`src/hw/otpwm_pkg.sv`:
```
// Notes on behaviour
// - Enable bit and external reset input each pass two clock stages before use.
// - One-shot: first active edge after enable starts counting; later edges reset count.
// - After a reset edge the counter resumes by itself two clocks later.
// - Mode 01100 selects rising-edge start/reset, 01101 selects falling-edge.
// - One-shot period match zeroes the count and clears the enable bit.
// - With enable clear, external edges are ignored until software sets it.
// - Start edge and every reset edge drive the PWM output active.
// - Output goes inactive at pulse-width match, stays so until a free-run period match with nonzero duty, or an edge.
// - Duty is 10 bits across high/low registers, placed by the alignment bit.
// - Duty registers copy into the compare buffer only at a period match.
// - Time base is count plus two low bits: clock phase at 1:1, else prescaler.
// - PWM output is driven low when time base equals the buffered duty.
// - Resolution is log2 of four times (period plus one), ten bits at 255.
// - Buffered duty above the period leaves the PWM output unchanged.
package otpwm_pkg;

  // ==========================================================
  // Register bus
  localparam int DATA_W = 8;
  localparam int ADDR_W = 4;

  typedef struct packed {
    logic [ADDR_W-1:0] addr;
    logic [DATA_W-1:0] wdata;
    logic wr;
    logic rd;
  } otpwm_bus_req_t;

  localparam logic [ADDR_W-1:0] ADDR_CTRL = 4'h0;
  localparam logic [ADDR_W-1:0] ADDR_MODE = 4'h1;
  localparam logic [ADDR_W-1:0] ADDR_PERIOD = 4'h2;
  localparam logic [ADDR_W-1:0] ADDR_DUTY_HI = 4'h3;
  localparam logic [ADDR_W-1:0] ADDR_DUTY_LO = 4'h4;
  localparam logic [ADDR_W-1:0] ADDR_CMP_CTRL = 4'h5;
  localparam logic [ADDR_W-1:0] ADDR_COUNT = 4'h6;
  localparam logic [ADDR_W-1:0] ADDR_STATUS = 4'h7;

  // ==========================================================
  // Field positions and reset values
  localparam int CTRL_ON_BIT = 0;
  localparam int CTRL_PS_LSB = 1;
  localparam int CTRL_OPS_LSB = 3;
  localparam int CMP_ALIGN_BIT = 0;
  localparam int CMP_EN_BIT = 1;
  localparam int STAT_PIN_BIT = 0;
  localparam int STAT_RUN_BIT = 1;
  localparam int STAT_RES_LSB = 2;

  localparam logic [7:0] CTRL_RST = 8'h00;
  localparam logic [4:0] MODE_RST = 5'h00;
  localparam logic [7:0] PERIOD_RST = 8'hff;
  localparam logic [7:0] DUTY_RST = 8'h00;
  localparam logic [1:0] CMP_RST = 2'h0;

  // ==========================================================
  // Modes, prescaler, timing
  localparam logic [4:0] MODE_ONESHOT_RISE = 5'h0c;
  localparam logic [4:0] MODE_ONESHOT_FALL = 5'h0d;

  localparam logic [1:0] PS_DIV1 = 2'h0;
  localparam logic [1:0] PS_DIV4 = 2'h1;
  localparam logic [1:0] PS_DIV16 = 2'h2;
  localparam logic [1:0] PS_DIV64 = 2'h3;

  localparam logic [1:0] PHASE_LAST = 2'h3;
  localparam logic [1:0] RESTART_HOLD = 2'h1;

  typedef enum logic [2:0] {
    ST_IDLE = 3'b001,
    ST_RUN = 3'b010,
    ST_RESTART = 3'b100
  } otpwm_state_t;

  // ==========================================================
  // Helpers
  function automatic logic [9:0] duty_assemble(input logic [7:0] hi, input logic [7:0] lo,
                                               input logic left);
    duty_assemble = left ? {hi, lo[7:6]} : {hi[1:0], lo};
  endfunction

  function automatic logic prescale_tick(input logic [5:0] pre, input logic [1:0] sel);
    unique case (sel)
      PS_DIV1: prescale_tick = 1'b1;
      PS_DIV4: prescale_tick = &pre[1:0];
      PS_DIV16: prescale_tick = &pre[3:0];
      PS_DIV64: prescale_tick = &pre[5:0];
    endcase
  endfunction

  function automatic logic [1:0] base_low(input logic [5:0] pre, input logic [1:0] phase,
                                          input logic [1:0] sel);
    unique case (sel)
      PS_DIV1: base_low = phase;
      PS_DIV4: base_low = pre[1:0];
      PS_DIV16: base_low = pre[3:2];
      PS_DIV64: base_low = pre[5:4];
    endcase
  endfunction

  function automatic logic [3:0] pwm_resolution(input logic [7:0] per);
    logic [8:0] p1;
    logic [3:0] r;
    p1 = {1'b0, per} + 9'h001;
    r = 4'h2;
    for (int i = 1; i <= 8; i++) begin
      if (p1 >= (9'h001 << i)) begin
        r = 4'(i + 2);
      end
    end
    pwm_resolution = r;
  endfunction

endpackage

```
`src/hw/otpwm_edge_sync.sv`:
```
`timescale 1ns/1ns
module otpwm_edge_sync (
  // Clock and reset
  input wire logic clock,
  input wire logic sys_rst,
  // Pin and selection
  input wire logic async_in,
  input wire logic falling,
  // Result
  output logic edge_pulse
);

  logic s1_r, s2_r, s3_r;
  logic s1_nxt, s2_nxt, s3_nxt;

  // ==========================================================
  // Two-stage synchroniser, third stage only for edge detection
  always_comb begin
    s1_nxt = async_in;
    s2_nxt = s1_r;
    s3_nxt = s2_r;
  end

  always_ff @(posedge clock) begin
    if (sys_rst) begin
      s1_r <= 1'b0;
      s2_r <= 1'b0;
      s3_r <= 1'b0;
    end else begin
      s1_r <= s1_nxt;
      s2_r <= s2_nxt;
      s3_r <= s3_nxt;
    end
  end

  assign edge_pulse = falling ? (s3_r & ~s2_r) : (~s3_r & s2_r);

endmodule

```
`src/hw/otpwm_top.sv`:
```
`timescale 1ns/1ns
module otpwm_top (
  // Clock and reset
  input wire logic clock,
  input wire logic sys_rst,
  // Register port
  input wire otpwm_pkg::otpwm_bus_req_t bus_req,
  output logic [otpwm_pkg::DATA_W-1:0] rdata_r,
  // External trigger
  input wire logic external_reset_input,
  // PWM pin
  output logic pwm_output_pin,
  output logic pwm_output_pin_oe
);

  // ==========================================================
  // Register file
  logic ctrl_on_r, ctrl_on_nxt;
  logic [1:0] clock_prescale_select_r, clock_prescale_select_nxt;
  logic [3:0] output_postscale_select_r, output_postscale_select_nxt;
  logic [4:0] mode_r, mode_nxt;
  logic [7:0] period_value_r, period_value_nxt;
  logic [7:0] duty_value_high_r, duty_value_high_nxt;
  logic [7:0] duty_value_low_r, duty_value_low_nxt;
  logic duty_alignment_select_r, duty_alignment_select_nxt;
  logic pwm_en_r, pwm_en_nxt;
  logic [otpwm_pkg::DATA_W-1:0] rdata_nxt;
  logic ctrl_wr;
  logic hw_off;

  // ==========================================================
  // Timer state
  otpwm_pkg::otpwm_state_t st_r, st_nxt;
  logic on_d1_r, on_d1_nxt;
  logic on_sync_r, on_sync_nxt;
  logic [7:0] timer_count_r, timer_count_nxt;
  logic [1:0] phase_r, phase_nxt;
  logic [5:0] pre_r, pre_nxt;
  logic [1:0] hold_r, hold_nxt;
  logic pwm_r, pwm_nxt;
  logic [9:0] duty_buf_r, duty_buf_nxt;

  logic ext_edge, oneshot, go, tick, match, rst_edge, wide, cmp_hit;
  logic [9:0] duty_val, time_base;

  assign ctrl_wr = bus_req.wr && (bus_req.addr == otpwm_pkg::ADDR_CTRL);
  assign oneshot = (mode_r == otpwm_pkg::MODE_ONESHOT_RISE)
                || (mode_r == otpwm_pkg::MODE_ONESHOT_FALL);
  assign duty_val = otpwm_pkg::duty_assemble(duty_value_high_r, duty_value_low_r,
                                             duty_alignment_select_r);

  otpwm_edge_sync u_sync (
    .clock(clock),
    .sys_rst(sys_rst),
    .async_in(external_reset_input),
    .falling(mode_r == otpwm_pkg::MODE_ONESHOT_FALL),
    .edge_pulse(ext_edge)
  );

  always_comb begin
    ctrl_on_nxt = ctrl_on_r;
    clock_prescale_select_nxt = clock_prescale_select_r;
    output_postscale_select_nxt = output_postscale_select_r;
    mode_nxt = mode_r;
    period_value_nxt = period_value_r;
    duty_value_high_nxt = duty_value_high_r;
    duty_value_low_nxt = duty_value_low_r;
    duty_alignment_select_nxt = duty_alignment_select_r;
    pwm_en_nxt = pwm_en_r;
    rdata_nxt = '0;
    // Software write beats the hardware clear of the enable bit
    if (hw_off) begin
      ctrl_on_nxt = 1'b0;
    end
    if (bus_req.wr) begin
      unique case (bus_req.addr)
        otpwm_pkg::ADDR_CTRL: begin
          ctrl_on_nxt = bus_req.wdata[otpwm_pkg::CTRL_ON_BIT];
          clock_prescale_select_nxt = bus_req.wdata[otpwm_pkg::CTRL_PS_LSB +: 2];
          output_postscale_select_nxt = bus_req.wdata[otpwm_pkg::CTRL_OPS_LSB +: 4];
        end
        otpwm_pkg::ADDR_MODE: mode_nxt = bus_req.wdata[4:0];
        otpwm_pkg::ADDR_PERIOD: period_value_nxt = bus_req.wdata;
        otpwm_pkg::ADDR_DUTY_HI: duty_value_high_nxt = bus_req.wdata;
        otpwm_pkg::ADDR_DUTY_LO: duty_value_low_nxt = bus_req.wdata;
        otpwm_pkg::ADDR_CMP_CTRL: begin
          duty_alignment_select_nxt = bus_req.wdata[otpwm_pkg::CMP_ALIGN_BIT];
          pwm_en_nxt = bus_req.wdata[otpwm_pkg::CMP_EN_BIT];
        end
        default: ;
      endcase
    end
    if (bus_req.rd) begin
      unique case (bus_req.addr)
        otpwm_pkg::ADDR_CTRL: begin
          rdata_nxt[otpwm_pkg::CTRL_ON_BIT] = ctrl_on_r;
          rdata_nxt[otpwm_pkg::CTRL_PS_LSB +: 2] = clock_prescale_select_r;
          rdata_nxt[otpwm_pkg::CTRL_OPS_LSB +: 4] = output_postscale_select_r;
        end
        otpwm_pkg::ADDR_MODE: rdata_nxt[4:0] = mode_r;
        otpwm_pkg::ADDR_PERIOD: rdata_nxt = period_value_r;
        otpwm_pkg::ADDR_DUTY_HI: rdata_nxt = duty_value_high_r;
        otpwm_pkg::ADDR_DUTY_LO: rdata_nxt = duty_value_low_r;
        otpwm_pkg::ADDR_CMP_CTRL: begin
          rdata_nxt[otpwm_pkg::CMP_ALIGN_BIT] = duty_alignment_select_r;
          rdata_nxt[otpwm_pkg::CMP_EN_BIT] = pwm_en_r;
        end
        otpwm_pkg::ADDR_COUNT: rdata_nxt = timer_count_r;
        otpwm_pkg::ADDR_STATUS: begin
          rdata_nxt[otpwm_pkg::STAT_PIN_BIT] = pwm_r;
          rdata_nxt[otpwm_pkg::STAT_RUN_BIT] = (st_r != otpwm_pkg::ST_IDLE);
          rdata_nxt[otpwm_pkg::STAT_RES_LSB +: 4] =
            otpwm_pkg::pwm_resolution(period_value_r);
        end
        default: rdata_nxt = '0;
      endcase
    end
  end

  always_ff @(posedge clock) begin
    if (sys_rst) begin
      ctrl_on_r <= otpwm_pkg::CTRL_RST[otpwm_pkg::CTRL_ON_BIT];
      clock_prescale_select_r <= otpwm_pkg::CTRL_RST[otpwm_pkg::CTRL_PS_LSB +: 2];
      output_postscale_select_r <= otpwm_pkg::CTRL_RST[otpwm_pkg::CTRL_OPS_LSB +: 4];
      mode_r <= otpwm_pkg::MODE_RST;
      period_value_r <= otpwm_pkg::PERIOD_RST;
      duty_value_high_r <= otpwm_pkg::DUTY_RST;
      duty_value_low_r <= otpwm_pkg::DUTY_RST;
      duty_alignment_select_r <= otpwm_pkg::CMP_RST[otpwm_pkg::CMP_ALIGN_BIT];
      pwm_en_r <= otpwm_pkg::CMP_RST[otpwm_pkg::CMP_EN_BIT];
      rdata_r <= '0;
    end else begin
      ctrl_on_r <= ctrl_on_nxt;
      clock_prescale_select_r <= clock_prescale_select_nxt;
      output_postscale_select_r <= output_postscale_select_nxt;
      mode_r <= mode_nxt;
      period_value_r <= period_value_nxt;
      duty_value_high_r <= duty_value_high_nxt;
      duty_value_low_r <= duty_value_low_nxt;
      duty_alignment_select_r <= duty_alignment_select_nxt;
      pwm_en_r <= pwm_en_nxt;
      rdata_r <= rdata_nxt;
    end
  end

  // ==========================================================
  // Timer, time base and PWM
  assign go = ctrl_on_r && on_sync_r;
  assign tick = (phase_r == otpwm_pkg::PHASE_LAST)
             && otpwm_pkg::prescale_tick(pre_r, clock_prescale_select_r);
  assign time_base = {timer_count_r,
                      otpwm_pkg::base_low(pre_r, phase_r, clock_prescale_select_r)};
  assign match = (st_r == otpwm_pkg::ST_RUN) && on_sync_r && tick
              && (timer_count_r == period_value_r);
  assign rst_edge = (st_r != otpwm_pkg::ST_IDLE) && on_sync_r && oneshot && ext_edge;
  // Duty beyond the whole period can never be met; pin is left alone
  assign wide = duty_buf_r > {period_value_r, 2'h3};
  assign cmp_hit = (time_base == duty_buf_r) && !wide;

  always_comb begin
    st_nxt = st_r;
    on_d1_nxt = ctrl_on_r;
    on_sync_nxt = on_d1_r;
    timer_count_nxt = timer_count_r;
    phase_nxt = phase_r + 2'h1;
    pre_nxt = pre_r;
    hold_nxt = hold_r;
    pwm_nxt = pwm_r;
    duty_buf_nxt = duty_buf_r;
    hw_off = 1'b0;
    if (phase_r == otpwm_pkg::PHASE_LAST) begin
      pre_nxt = pre_r + 6'h01;
    end
    unique case (st_r)
      otpwm_pkg::ST_IDLE: begin
        if (go && (!oneshot || ext_edge)) begin
          st_nxt = otpwm_pkg::ST_RUN;
          timer_count_nxt = '0;
          phase_nxt = '0;
          pre_nxt = '0;
          if (oneshot) begin
            pwm_nxt = 1'b1;
          end
        end
      end
      otpwm_pkg::ST_RUN: begin
        if (!on_sync_r) begin
          st_nxt = otpwm_pkg::ST_IDLE;
        end else if (rst_edge) begin
          st_nxt = otpwm_pkg::ST_RESTART;
          timer_count_nxt = '0;
          hold_nxt = otpwm_pkg::RESTART_HOLD;
          pwm_nxt = 1'b1;
        end else if (match) begin
          timer_count_nxt = '0;
          duty_buf_nxt = duty_val;
          if (oneshot) begin
            st_nxt = otpwm_pkg::ST_IDLE;
            hw_off = 1'b1;
          end else if (duty_val != '0) begin
            pwm_nxt = 1'b1;
          end
        end else begin
          if (tick) begin
            timer_count_nxt = timer_count_r + 8'h01;
          end
          if (cmp_hit) begin
            pwm_nxt = 1'b0;
          end
        end
      end
      otpwm_pkg::ST_RESTART: begin
        if (!on_sync_r) begin
          st_nxt = otpwm_pkg::ST_IDLE;
        end else if (rst_edge) begin
          hold_nxt = otpwm_pkg::RESTART_HOLD;
          pwm_nxt = 1'b1;
        end else if (hold_r == '0) begin
          st_nxt = otpwm_pkg::ST_RUN;
          phase_nxt = '0;
          pre_nxt = '0;
        end else begin
          hold_nxt = hold_r - 2'h1;
        end
      end
    endcase
  end

  always_ff @(posedge clock) begin
    if (sys_rst) begin
      st_r <= otpwm_pkg::ST_IDLE;
      on_d1_r <= 1'b0;
      on_sync_r <= 1'b0;
      timer_count_r <= '0;
      phase_r <= '0;
      pre_r <= '0;
      hold_r <= '0;
      pwm_r <= 1'b0;
      duty_buf_r <= '0;
    end else begin
      st_r <= st_nxt;
      on_d1_r <= on_d1_nxt;
      on_sync_r <= on_sync_nxt;
      timer_count_r <= timer_count_nxt;
      phase_r <= phase_nxt;
      pre_r <= pre_nxt;
      hold_r <= hold_nxt;
      pwm_r <= pwm_nxt;
      duty_buf_r <= duty_buf_nxt;
    end
  end

  assign pwm_output_pin = pwm_r;
  assign pwm_output_pin_oe = pwm_en_r;
endmodule

```
`config.mk`:
```
export PLATFORM = sky130hd
export DESIGN_NAME = otpwm_top
export DESIGN_NICKNAME = d
export VERILOG_FILES = /design/src/hw/otpwm_pkg.sv /design/src/hw/otpwm_edge_sync.sv /design/src/hw/otpwm_top.sv
export SDC_FILE = /design/constraint.sdc
export NUM_CORES = 1
export LEC_CHECK = 0
export ABC_AREA = 1
export BUFFER_PORTS_ARGS = -buffer_cell sky130_fd_sc_hd__buf_2
export CAP_MARGIN = 10
export CELL_PAD_IN_SITES_DETAIL_PLACEMENT = 0
export CELL_PAD_IN_SITES_GLOBAL_PLACEMENT = 2
export CORE_MARGIN = 4
export CORE_UTILIZATION = 34
export DETAILED_ROUTE_END_ITERATION = 10
export PLACE_DENSITY_LB_ADDON = 0.1
export SLEW_MARGIN = 20
export SYNTH_ARGS = -nofsm -noshare
export SYNTH_HDL_FRONTEND = slang
export SYNTH_SLANG_ARGS = --single-unit
```
`constraint.sdc`:
```
create_clock -name clock -period 1.75 [get_ports clock]
set_input_delay 0.35 -clock clock [delete_from_list [all_inputs] [get_ports clock]]
set_output_delay 0.35 -clock clock [all_outputs]
set_load 0.005 [all_outputs]
```
=== Word-level counts from Yosys, hierarchy flattened ===
Cells that the tools add are included.

* Output and inout port bits: 10
* Input bits: 17
* Bits in registers: 83

* Bitwise operators: 6
* $add $sub $neg: 5
* Reductions and logical operators: 35
* Equal/unequal tests: 34
* Order comparisons: 9
* Multiplexer cells: 68

{| class="wikitable"
|+ Operators with widths
! cell !! number
|-
| 8-bit two-way mux || 5
|-
| 6-bit two-way mux || 5
|-
| 4-bit two-way mux || 7
|-
| 3-bit two-way mux || 8
|-
| 3-bit case mux with 7 select lines || 1
|-
| 1-bit two-way mux || 20
|-
| 4-bit inequality test (second input constant) || 5
|-
| 2-bit two-way mux || 9
|-
| 4-bit by 3-bit == test with 1-bit output (second input constant) || 4
|-
| 2-bit case mux with 8 select lines || 1
|-
| 8-bit case mux with 2 select lines || 1
|-
| 2-bit AND reduction || 7
|-
| 2-bit inequality test (second input constant) || 6
|-
| 6-bit case mux with 2 select lines || 1
|-
| 4-bit AND reduction || 3
|-
| 10-bit == test || 1
|-
| 5-bit by 4-bit == test with 1-bit output (second input constant) || 2
|-
| 10-bit > comparator || 1
|-
| 1-bit logical AND || 10
|-
| 10-bit two-way mux || 1
|-
| 5-bit AND reduction || 2
|-
| 10-bit nonzero test || 1
|-
| 8-bit by 1-bit adder with 9-bit output (second input constant) || 1
|-
| 9-bit by 2-bit >= comparator with 1-bit output (second input constant) || 1
|-
| 39 further kinds || 54
|}

=== Longest topological paths before layout ===
* Depth after elaboration: 12
* Mapped depth: 15
* Depth with buffers taken out: 14

=== Cells and area by module ===
Synthesis repeated with hierarchy kept, for this count alone.

* Cells, all modules: 687
* Area total of the unflattened synthesis: 4581.9 µm²

{| class="wikitable"
|+ Modules (own cells, without submodules)
! module !! area an instance (µm²) !! seq. area each (µm²) !! cells an instance !! times used
|-
| otpwm_top || 4478.0 || 1601.5 || 673 || 1
|-
| otpwm_edge_sync || 103.8 || 60.1 || 14 || 1
|}

=== Worst setup path before layout ===
No wires, ideal clock.

* Path kind: register to register
* Start point: reg pre_r[1]
* End point: reg pwm_r (netlist: pwm_output_pin)
* Buffers on the path: 0
* Setup time: 0.111 ns
* Stages on the path, launching flop included: 15
* Path slack: 0.140 ns
* Arrival time: 1.499 ns
* Cell sequence: dfxtp_1 > ha_1 > inv_1 > nor2_2 > nand3_1 > nand3_1 > nand2_2 > nor2_4 > nand2_2 > nand2_1 > nor2_2 > nand3_1 > nand2_1 > inv_1 > nor2_2

* Longest elaborated chain between the ends: 9
* Elaborated cells between the ends (all ways): 18
* Those cells by class: eq/ne: 4; mux: 6; reduce/logical: 8

{| class="wikitable"
|+ Ends and longest elaborated chain
! element !! line !! RTL
|-
| from (decl) || otpwm_top.sv:38 || <nowiki>logic [5:0] pre_r, pre_nxt;</nowiki>
|-
| from (signal assigned) || otpwm_top.sv:246 || <nowiki>pre_r <= pre_nxt;</nowiki>
|-
| 6-bit AND reduction (tied with other cells) || otpwm_pkg.sv:87 || <nowiki>PS_DIV64: prescale_tick = &pre[5:0];</nowiki>
|-
| 1-bit case mux with 4 select lines || otpwm_pkg.sv:83 || <nowiki>unique case (sel)</nowiki>
|-
| 1-bit logical AND || otpwm_top.sv:150 || <nowiki>&& otpwm_pkg::prescale_tick(pre_r, clock_prescale_select_r);</nowiki>
|-
| 1-bit logical AND || otpwm_top.sv:153 || <nowiki>assign match = (st_r == otpwm_pkg::ST_RUN) && on_sync_r && tick</nowiki>
|-
| 1-bit logical AND || otpwm_top.sv:154 || <nowiki>&& (timer_count_r == period_value_r);</nowiki>
|-
| 1-bit two-way mux || otpwm_top.sv:194 || <nowiki>end else if (match) begin</nowiki>
|-
| 1-bit two-way mux || otpwm_top.sv:189 || <nowiki>end else if (rst_edge) begin</nowiki>
|-
| 1-bit two-way mux || otpwm_top.sv:187 || <nowiki>if (!on_sync_r) begin</nowiki>
|-
| 1-bit case mux with 3 select lines || otpwm_top.sv:174 || <nowiki>unique case (st_r)</nowiki>
|-
| to (signal assigned) || otpwm_top.sv:248 || <nowiki>pwm_r <= pwm_nxt;</nowiki>
|-
| to (decl) || otpwm_top.sv:40 || <nowiki>logic pwm_r, pwm_nxt;</nowiki>
|}

Several ways; a longest one is shown, not always the timed one. The select of a mux whose other input is x is not followed.
A chain may end at the register's enable or synchronous reset.

=== Final worst setup path ===
* Start point: reg period_value_r[1]
* End point: reg pwm_r (netlist: pwm_output_pin)

* Longest elaborated chain between the ends: 6
* Elaborated cells between the ends (all ways): 13
* Those cells by class: order compare: 1; eq/ne: 4; mux: 4; reduce/logical: 4

{| class="wikitable"
|+ Ends and longest elaborated chain
! element !! line !! RTL
|-
| from (decl) || otpwm_top.sv:22 || <nowiki>logic [7:0] period_value_r, period_value_nxt;</nowiki>
|-
| from (signal assigned) || otpwm_top.sv:126 || <nowiki>period_value_r <= otpwm_pkg::PERIOD_RST;</nowiki>
|-
| from (signal assigned) || otpwm_top.sv:137 || <nowiki>period_value_r <= period_value_nxt;</nowiki>
|-
| parallel branches: the longest is 6 deep, another holds 10-bit > comparator || - ||
|}

Parallel ways; which one is timed is not known. The select of a mux whose other input is x is not followed.

==> metrics.txt <==
# TYPE chip_impl_metric gauge
chip_impl_metric{name="slew-limit-headroom",unit="%"} 64.1
chip_impl_metric{name="mappedNetlistNets",unit=""} 705
chip_impl_metric{name="grt_overflow",unit=""} 0
chip_impl_info{name="cpLargestDelayFamily",value="simple AND/OR/NAND/NOR gates"} 1
chip_impl_metric{name="grt_pass1_vias",unit=""} 4465
chip_impl_metric{name="timing.final.crit_period",unit="ps"} 1740
chip_impl_metric{name="syn-mean-instance-area",unit="um^2"} 6.84
chip_impl_info{name="worstSetupEndpointType",value="flop"} 1
chip_impl_info{name="rsz0062_at_grt",value="true"} 1
chip_impl_info{name="worstSetupPathType",value="reg2reg"} 1
chip_impl_metric{name="leakagePower",unit="nW"} 2.42
chip_impl_metric{name="rows",unit=""} 42
chip_impl_info{name="yosys.cell_count.top_type",value="sky130_fd_sc_hd__nand2_1"} 1
chip_impl_metric{name="largest_clock_skew_in_the_final_design",unit="ps"} 7.72
chip_impl_metric{name="max_stage_delay",unit="ps"} 390
chip_impl_metric{name="buffer_ports.inserted",unit=""} 26
chip_impl_metric{name="synth_seq_area_share",unit="%"} 36.1
chip_impl_metric{name="routed_wl",unit="um"} 15100
chip_impl_metric{name="placeableCoreArea",unit="um^2"} 13200
chip_impl_metric{name="groute.usage.overall",unit="%"} 19.1
chip_impl_metric{name="ys_seq_elements",unit=""} 83
chip_impl_metric{name="clock_sink_count",unit=""} 83
chip_impl_metric{name="drtIter0Drc",unit=""} 256
chip_impl_metric{name="drt.antenna.violating_nets",unit=""} 0
chip_impl_metric{name="final.setup.worst_slack",unit="ps"} 14.9
chip_impl_metric{name="switching_share",unit="%"} 29.6
chip_impl_metric{name="clk_transition_reported_paths",unit="ps"} 70
chip_impl_metric{name="io_pins",unit=""} 27
chip_impl_metric{name="antenna_violations_before_repair",unit=""} 0
chip_impl_info{name="synthTopCellsByCount",value="160 x sky130_fd_sc_hd__nand2_1, 86 x sky130_fd_sc_hd__inv_1, 83 x sky130_fd_sc_hd__dfxtp_1, 61 x sky130_fd_sc_hd__nor2_1, 54 x sky130_fd_sc_hd__o21ai_0"} 1
chip_impl_metric{name="p_seq_share",unit="%"} 42.9
chip_impl_info{name="tritoncts",value="built"} 1
chip_impl_info{name="cts.root.buffer_cell",value="sky130_fd_sc_hd__clkbuf_16"} 1
chip_impl_metric{name="synthDominantCellAreaShare",unit="%"} 36.1
chip_impl_metric{name="dieHeight",unit="um"} 124
chip_impl_metric{name="max-cap-violations",unit=""} 0
chip_impl_info{name="critical-path-top-cell-by-count",value="sky130_fd_sc_hd__nand2_1"} 1
chip_impl_metric{name="setup_viol_count_final",unit=""} 0
chip_impl_metric{name="global_placer_s_final_weighted_congestion",unit=""} 0.879
chip_impl_metric{name="multi_input_area",unit="um^2"} 2640
chip_impl_info{name="cp_cell_instances",value="clkinvlp_4 > ha_4 > a21oi_4 > o21ai_2 > nand2_1 > nand3_2 > nand2_1 > nand3_1 > nand2_1 > nand3_1 > nand2_1 > inv_2 > nor2_2"} 1
chip_impl_metric{name="clock_tree.buffer_depth",unit=""} 2
chip_impl_metric{name="synth_enable_flop_cells",unit=""} 0
chip_impl_metric{name="combPwrFrac",unit="%"} 16.9
chip_impl_metric{name="clockPowerShare",unit="%"} 40.2
chip_impl_metric{name="floorplan.die_area",unit="um^2"} 15500
chip_impl_metric{name="vdd_ir_drop_max",unit="mV"} 0.413
chip_impl_metric{name="path_buf_inv",unit=""} 2
chip_impl_metric{name="via_cell_ratio",unit=""} 4.87
chip_impl_metric{name="layout-drive-gt1-share",unit="%"} 25.1
chip_impl_info{name="hold_class",value="in2reg"} 1
chip_impl_metric{name="maximum_level_of_the_cts_h_tree",unit=""} 3
chip_impl_metric{name="finalHoldViolCount",unit=""} 0
chip_impl_metric{name="powerDensity",unit="nW/um^2"} 790
chip_impl_metric{name="final_min_period_over_clock_period",unit="%"} 99.1
chip_impl_metric{name="dp_area",unit="um^2"} 5380
chip_impl_metric{name="flow.area_growth_from_synthesis",unit="%"} 27.5
chip_impl_metric{name="synth.distinct_cells",unit=""} 39
chip_impl_info{name="synth-main-ff-cell",value="sky130_fd_sc_hd__dfxtp_1"} 1
chip_impl_info{name="worst_path_max_delay_cell",value="sky130_fd_sc_hd__dfxtp_4"} 1
chip_impl_metric{name="worst-endpoint-arrival",unit="ps"} 2030
chip_impl_metric{name="synth_warn",unit=""} 0
chip_impl_info{name="critical_path.startpoint_type",value="flop"} 1
chip_impl_metric{name="netlist_instances",unit=""} 674
chip_impl_metric{name="synth_area",unit="um^2"} 4610
chip_impl_metric{name="grt_pass1_wl",unit="um"} 23400
chip_impl_metric{name="place_hpwl",unit="um"} 11700
chip_impl_metric{name="post_cts_hold_buffer_count",unit=""} 0
chip_impl_metric{name="nNetsFinal",unit=""} 795
chip_impl_metric{name="cts-buffers-inserted",unit=""} 9
chip_impl_metric{name="slew_viol_final",unit=""} 0
chip_impl_metric{name="fillers",unit=""} 1438
chip_impl_metric{name="worst_ep_required_time",unit="ps"} 2040
chip_impl_info{name="post-synth-top-area-cell",value="sky130_fd_sc_hd__dfxtp_1"} 1
chip_impl_metric{name="post-route-drc-count",unit=""} 0
chip_impl_metric{name="dr_total_vias",unit=""} 4599
chip_impl_metric{name="initial_core_util",unit="%"} 34.8
chip_impl_metric{name="critPathMaxFanout",unit=""} 5
chip_impl_metric{name="drt_pass1_iterations",unit=""} 4
chip_impl_info{name="synth.area.top_cells",value="sky130_fd_sc_hd__dfxtp_1 36%, sky130_fd_sc_hd__nand2_1 13%, sky130_fd_sc_hd__inv_1 7.0%, sky130_fd_sc_hd__o21ai_0 5.9%, sky130_fd_sc_hd__a21oi_1 5.6%"} 1
chip_impl_metric{name="seq_area",unit="um^2"} 1680
chip_impl_metric{name="internal_power",unit="mW"} 3.27
chip_impl_metric{name="antennaDiodeCount",unit=""} 0
chip_impl_metric{name="clk_latency",unit="ps"} 350
chip_impl_metric{name="synth-async-reset-ratio",unit="%"} 0
chip_impl_metric{name="clock.fmax",unit="MHz"} 576
chip_impl_metric{name="switching_power",unit="mW"} 1.37
chip_impl_metric{name="worst_pin_slew",unit="ps"} 538
chip_impl_metric{name="design_area",unit="um^2"} 5870
chip_impl_info{name="run_status",value="complete, no violations"} 1
chip_impl_metric{name="maximum_number_of_pins_on_one_net_before_global_route_repair",unit=""} 52
chip_impl_metric{name="wl_per_cell",unit="um"} 15.9
chip_impl_metric{name="x_dimension_of_the_die",unit="um"} 124
chip_impl_metric{name="post-place-ws",unit="ps"} -203
[worst register-to-register path, cell delays in order, from the launching register on]
cell and delay, ps:
sky130_fd_sc_hd__dfxtp_4 390, sky130_fd_sc_hd__clkinvlp_4 140, sky130_fd_sc_hd__ha_4 250, sky130_fd_sc_hd__a21oi_4 160, sky130_fd_sc_hd__o21ai_2 70, sky130_fd_sc_hd__nand2_1 70, sky130_fd_sc_hd__nand3_2 90, sky130_fd_sc_hd__nand2_1 90
sky130_fd_sc_hd__nand3_1 80, sky130_fd_sc_hd__nand2_1 90, sky130_fd_sc_hd__nand3_1 80, sky130_fd_sc_hd__nand2_1 70, sky130_fd_sc_hd__inv_2 30, sky130_fd_sc_hd__nor2_2 60
[state kept, by name, indices dropped and copies added (netlist names), 2 cells and up]
signal	count
duty_value_high_r	8
clock_prescale_select_r	2
mode_r	5
period_value_r	8
output_postscale_select_r	4
phase_r	2
pre_r	6
duty_buf_r	10
hold_r	2
st_r	3
rdata_r	8
timer_count_r	8
duty_value_low_r	8
[kinds of logic after synthesis]
logic type | count (synthesis) | share of synthesized area (%)
AO/OA/AOI/OAI | 152 | 19.1
adder cells (fa/ha/maj) | 14 | 3.80
XOR/XNOR | 11 | 2.09
flip-flops | 83 | 36.1
AND/OR/NAND/NOR | 303 | 29.3
buffers and inverters | 111 | 9.64
[layout make-up]
class / instances / share of cell area, %
Clock buffer: 10 / 4.07
Clock inverter: 6 / 0.831
Inverter: 94 / 6.07
Multi-Input combinational cell: 480 / 44.9
Sequential cell: 83 / 28.5
Tap cell: 176 / 3.75
Timing Repair Buffer: 96 / 11.8
[metrics by stage]
step                setup TNS (ps)  std cells  utilization [%]  hold slack, ps  power, mW
floorplan                        0        674                -             388       2.48
CTS                          -25.8        942             43.3             218       4.67
detailed placement            -372        924             40.6             399       2.77
global placement              -299        924             40.6             401       2.77
finish                           0        945             44.4             214       4.64
global route                 -1720        945             44.4             256       4.88
[placed cells by master (no fill, tap or decap), types with 9 or more instances in the layout]
| cell | n |
|---|---|
| sky130_fd_sc_hd__o211ai_1 | 9 |
| sky130_fd_sc_hd__inv_1 | 82 |
| sky130_fd_sc_hd__a21oi_1 | 49 |
| sky130_fd_sc_hd__dfxtp_1 | 73 |
| sky130_fd_sc_hd__clkbuf_16 | 9 |
| sky130_fd_sc_hd__ha_1 | 9 |
| sky130_fd_sc_hd__buf_2 | 26 |
| sky130_fd_sc_hd__nand2_1 | 157 |
| sky130_fd_sc_hd__o22ai_1 | 14 |
| sky130_fd_sc_hd__dfxtp_2 | 9 |
| sky130_fd_sc_hd__nand3_1 | 34 |
| sky130_fd_sc_hd__nor2_1 | 57 |
| sky130_fd_sc_hd__nor2_2 | 11 |
| sky130_fd_sc_hd__o21ai_0 | 49 |
| sky130_fd_sc_hd__a21oi_2 | 9 |
| sky130_fd_sc_hd__buf_4 | 64 |
| sky130_fd_sc_hd__inv_2 | 10 |
[power by group through the flow]
stage                     Sequential [mW]  Combinational, mW  Clock (mW)
after floorplan                      2.03              0.456           0
after global placement               2.03              0.737           0
after detailed placement             2.03              0.735           0
after CTS                            1.99              0.761        1.91
after global routing                 2.00              0.877        2.00
final                                1.99              0.783        1.86
[worst paths after layout]
path | to | slack (ps) | cells past startpoint | from
worst max register to register | pwm_output_pin$_SDFFE_PP0P_ | 10 | 13 | period_value_r[1]$_SDFFE_PP1P_
worst min-delay path | u_sync.s1_r$_SDFF_PP0_ | 210 | 3 | external_reset_input
worst max-delay path | pwm_output_pin$_SDFFE_PP0P_ | 10 | 13 | period_value_r[1]$_SDFFE_PP1P_
worst min register to register | u_sync.s2_r$_SDFF_PP0_ | 410 | 2 | u_sync.s1_r$_SDFF_PP0_
[routing by layer]
layer  GRT usage [%]  vias to the layer above  part of all wire (%)  wire [um]
met2            31.1                       79                    46       6990
li1                -                     2386                     -          -
met5               0                        -                     0          0
met4            6.00                        0                   1.6        243
met1            25.9                     2115                    48       7160
met3            3.17                       19                   4.5        673
[what timing repair did]
action / 4_1_cts / 5_1_grt
endpoints found under the setup margin: 15 / 34
pin swaps: 9 / 19
resized for setup: 22 / 28
setup buffers: 2 / 3
(Power assumes the default switching activity.)
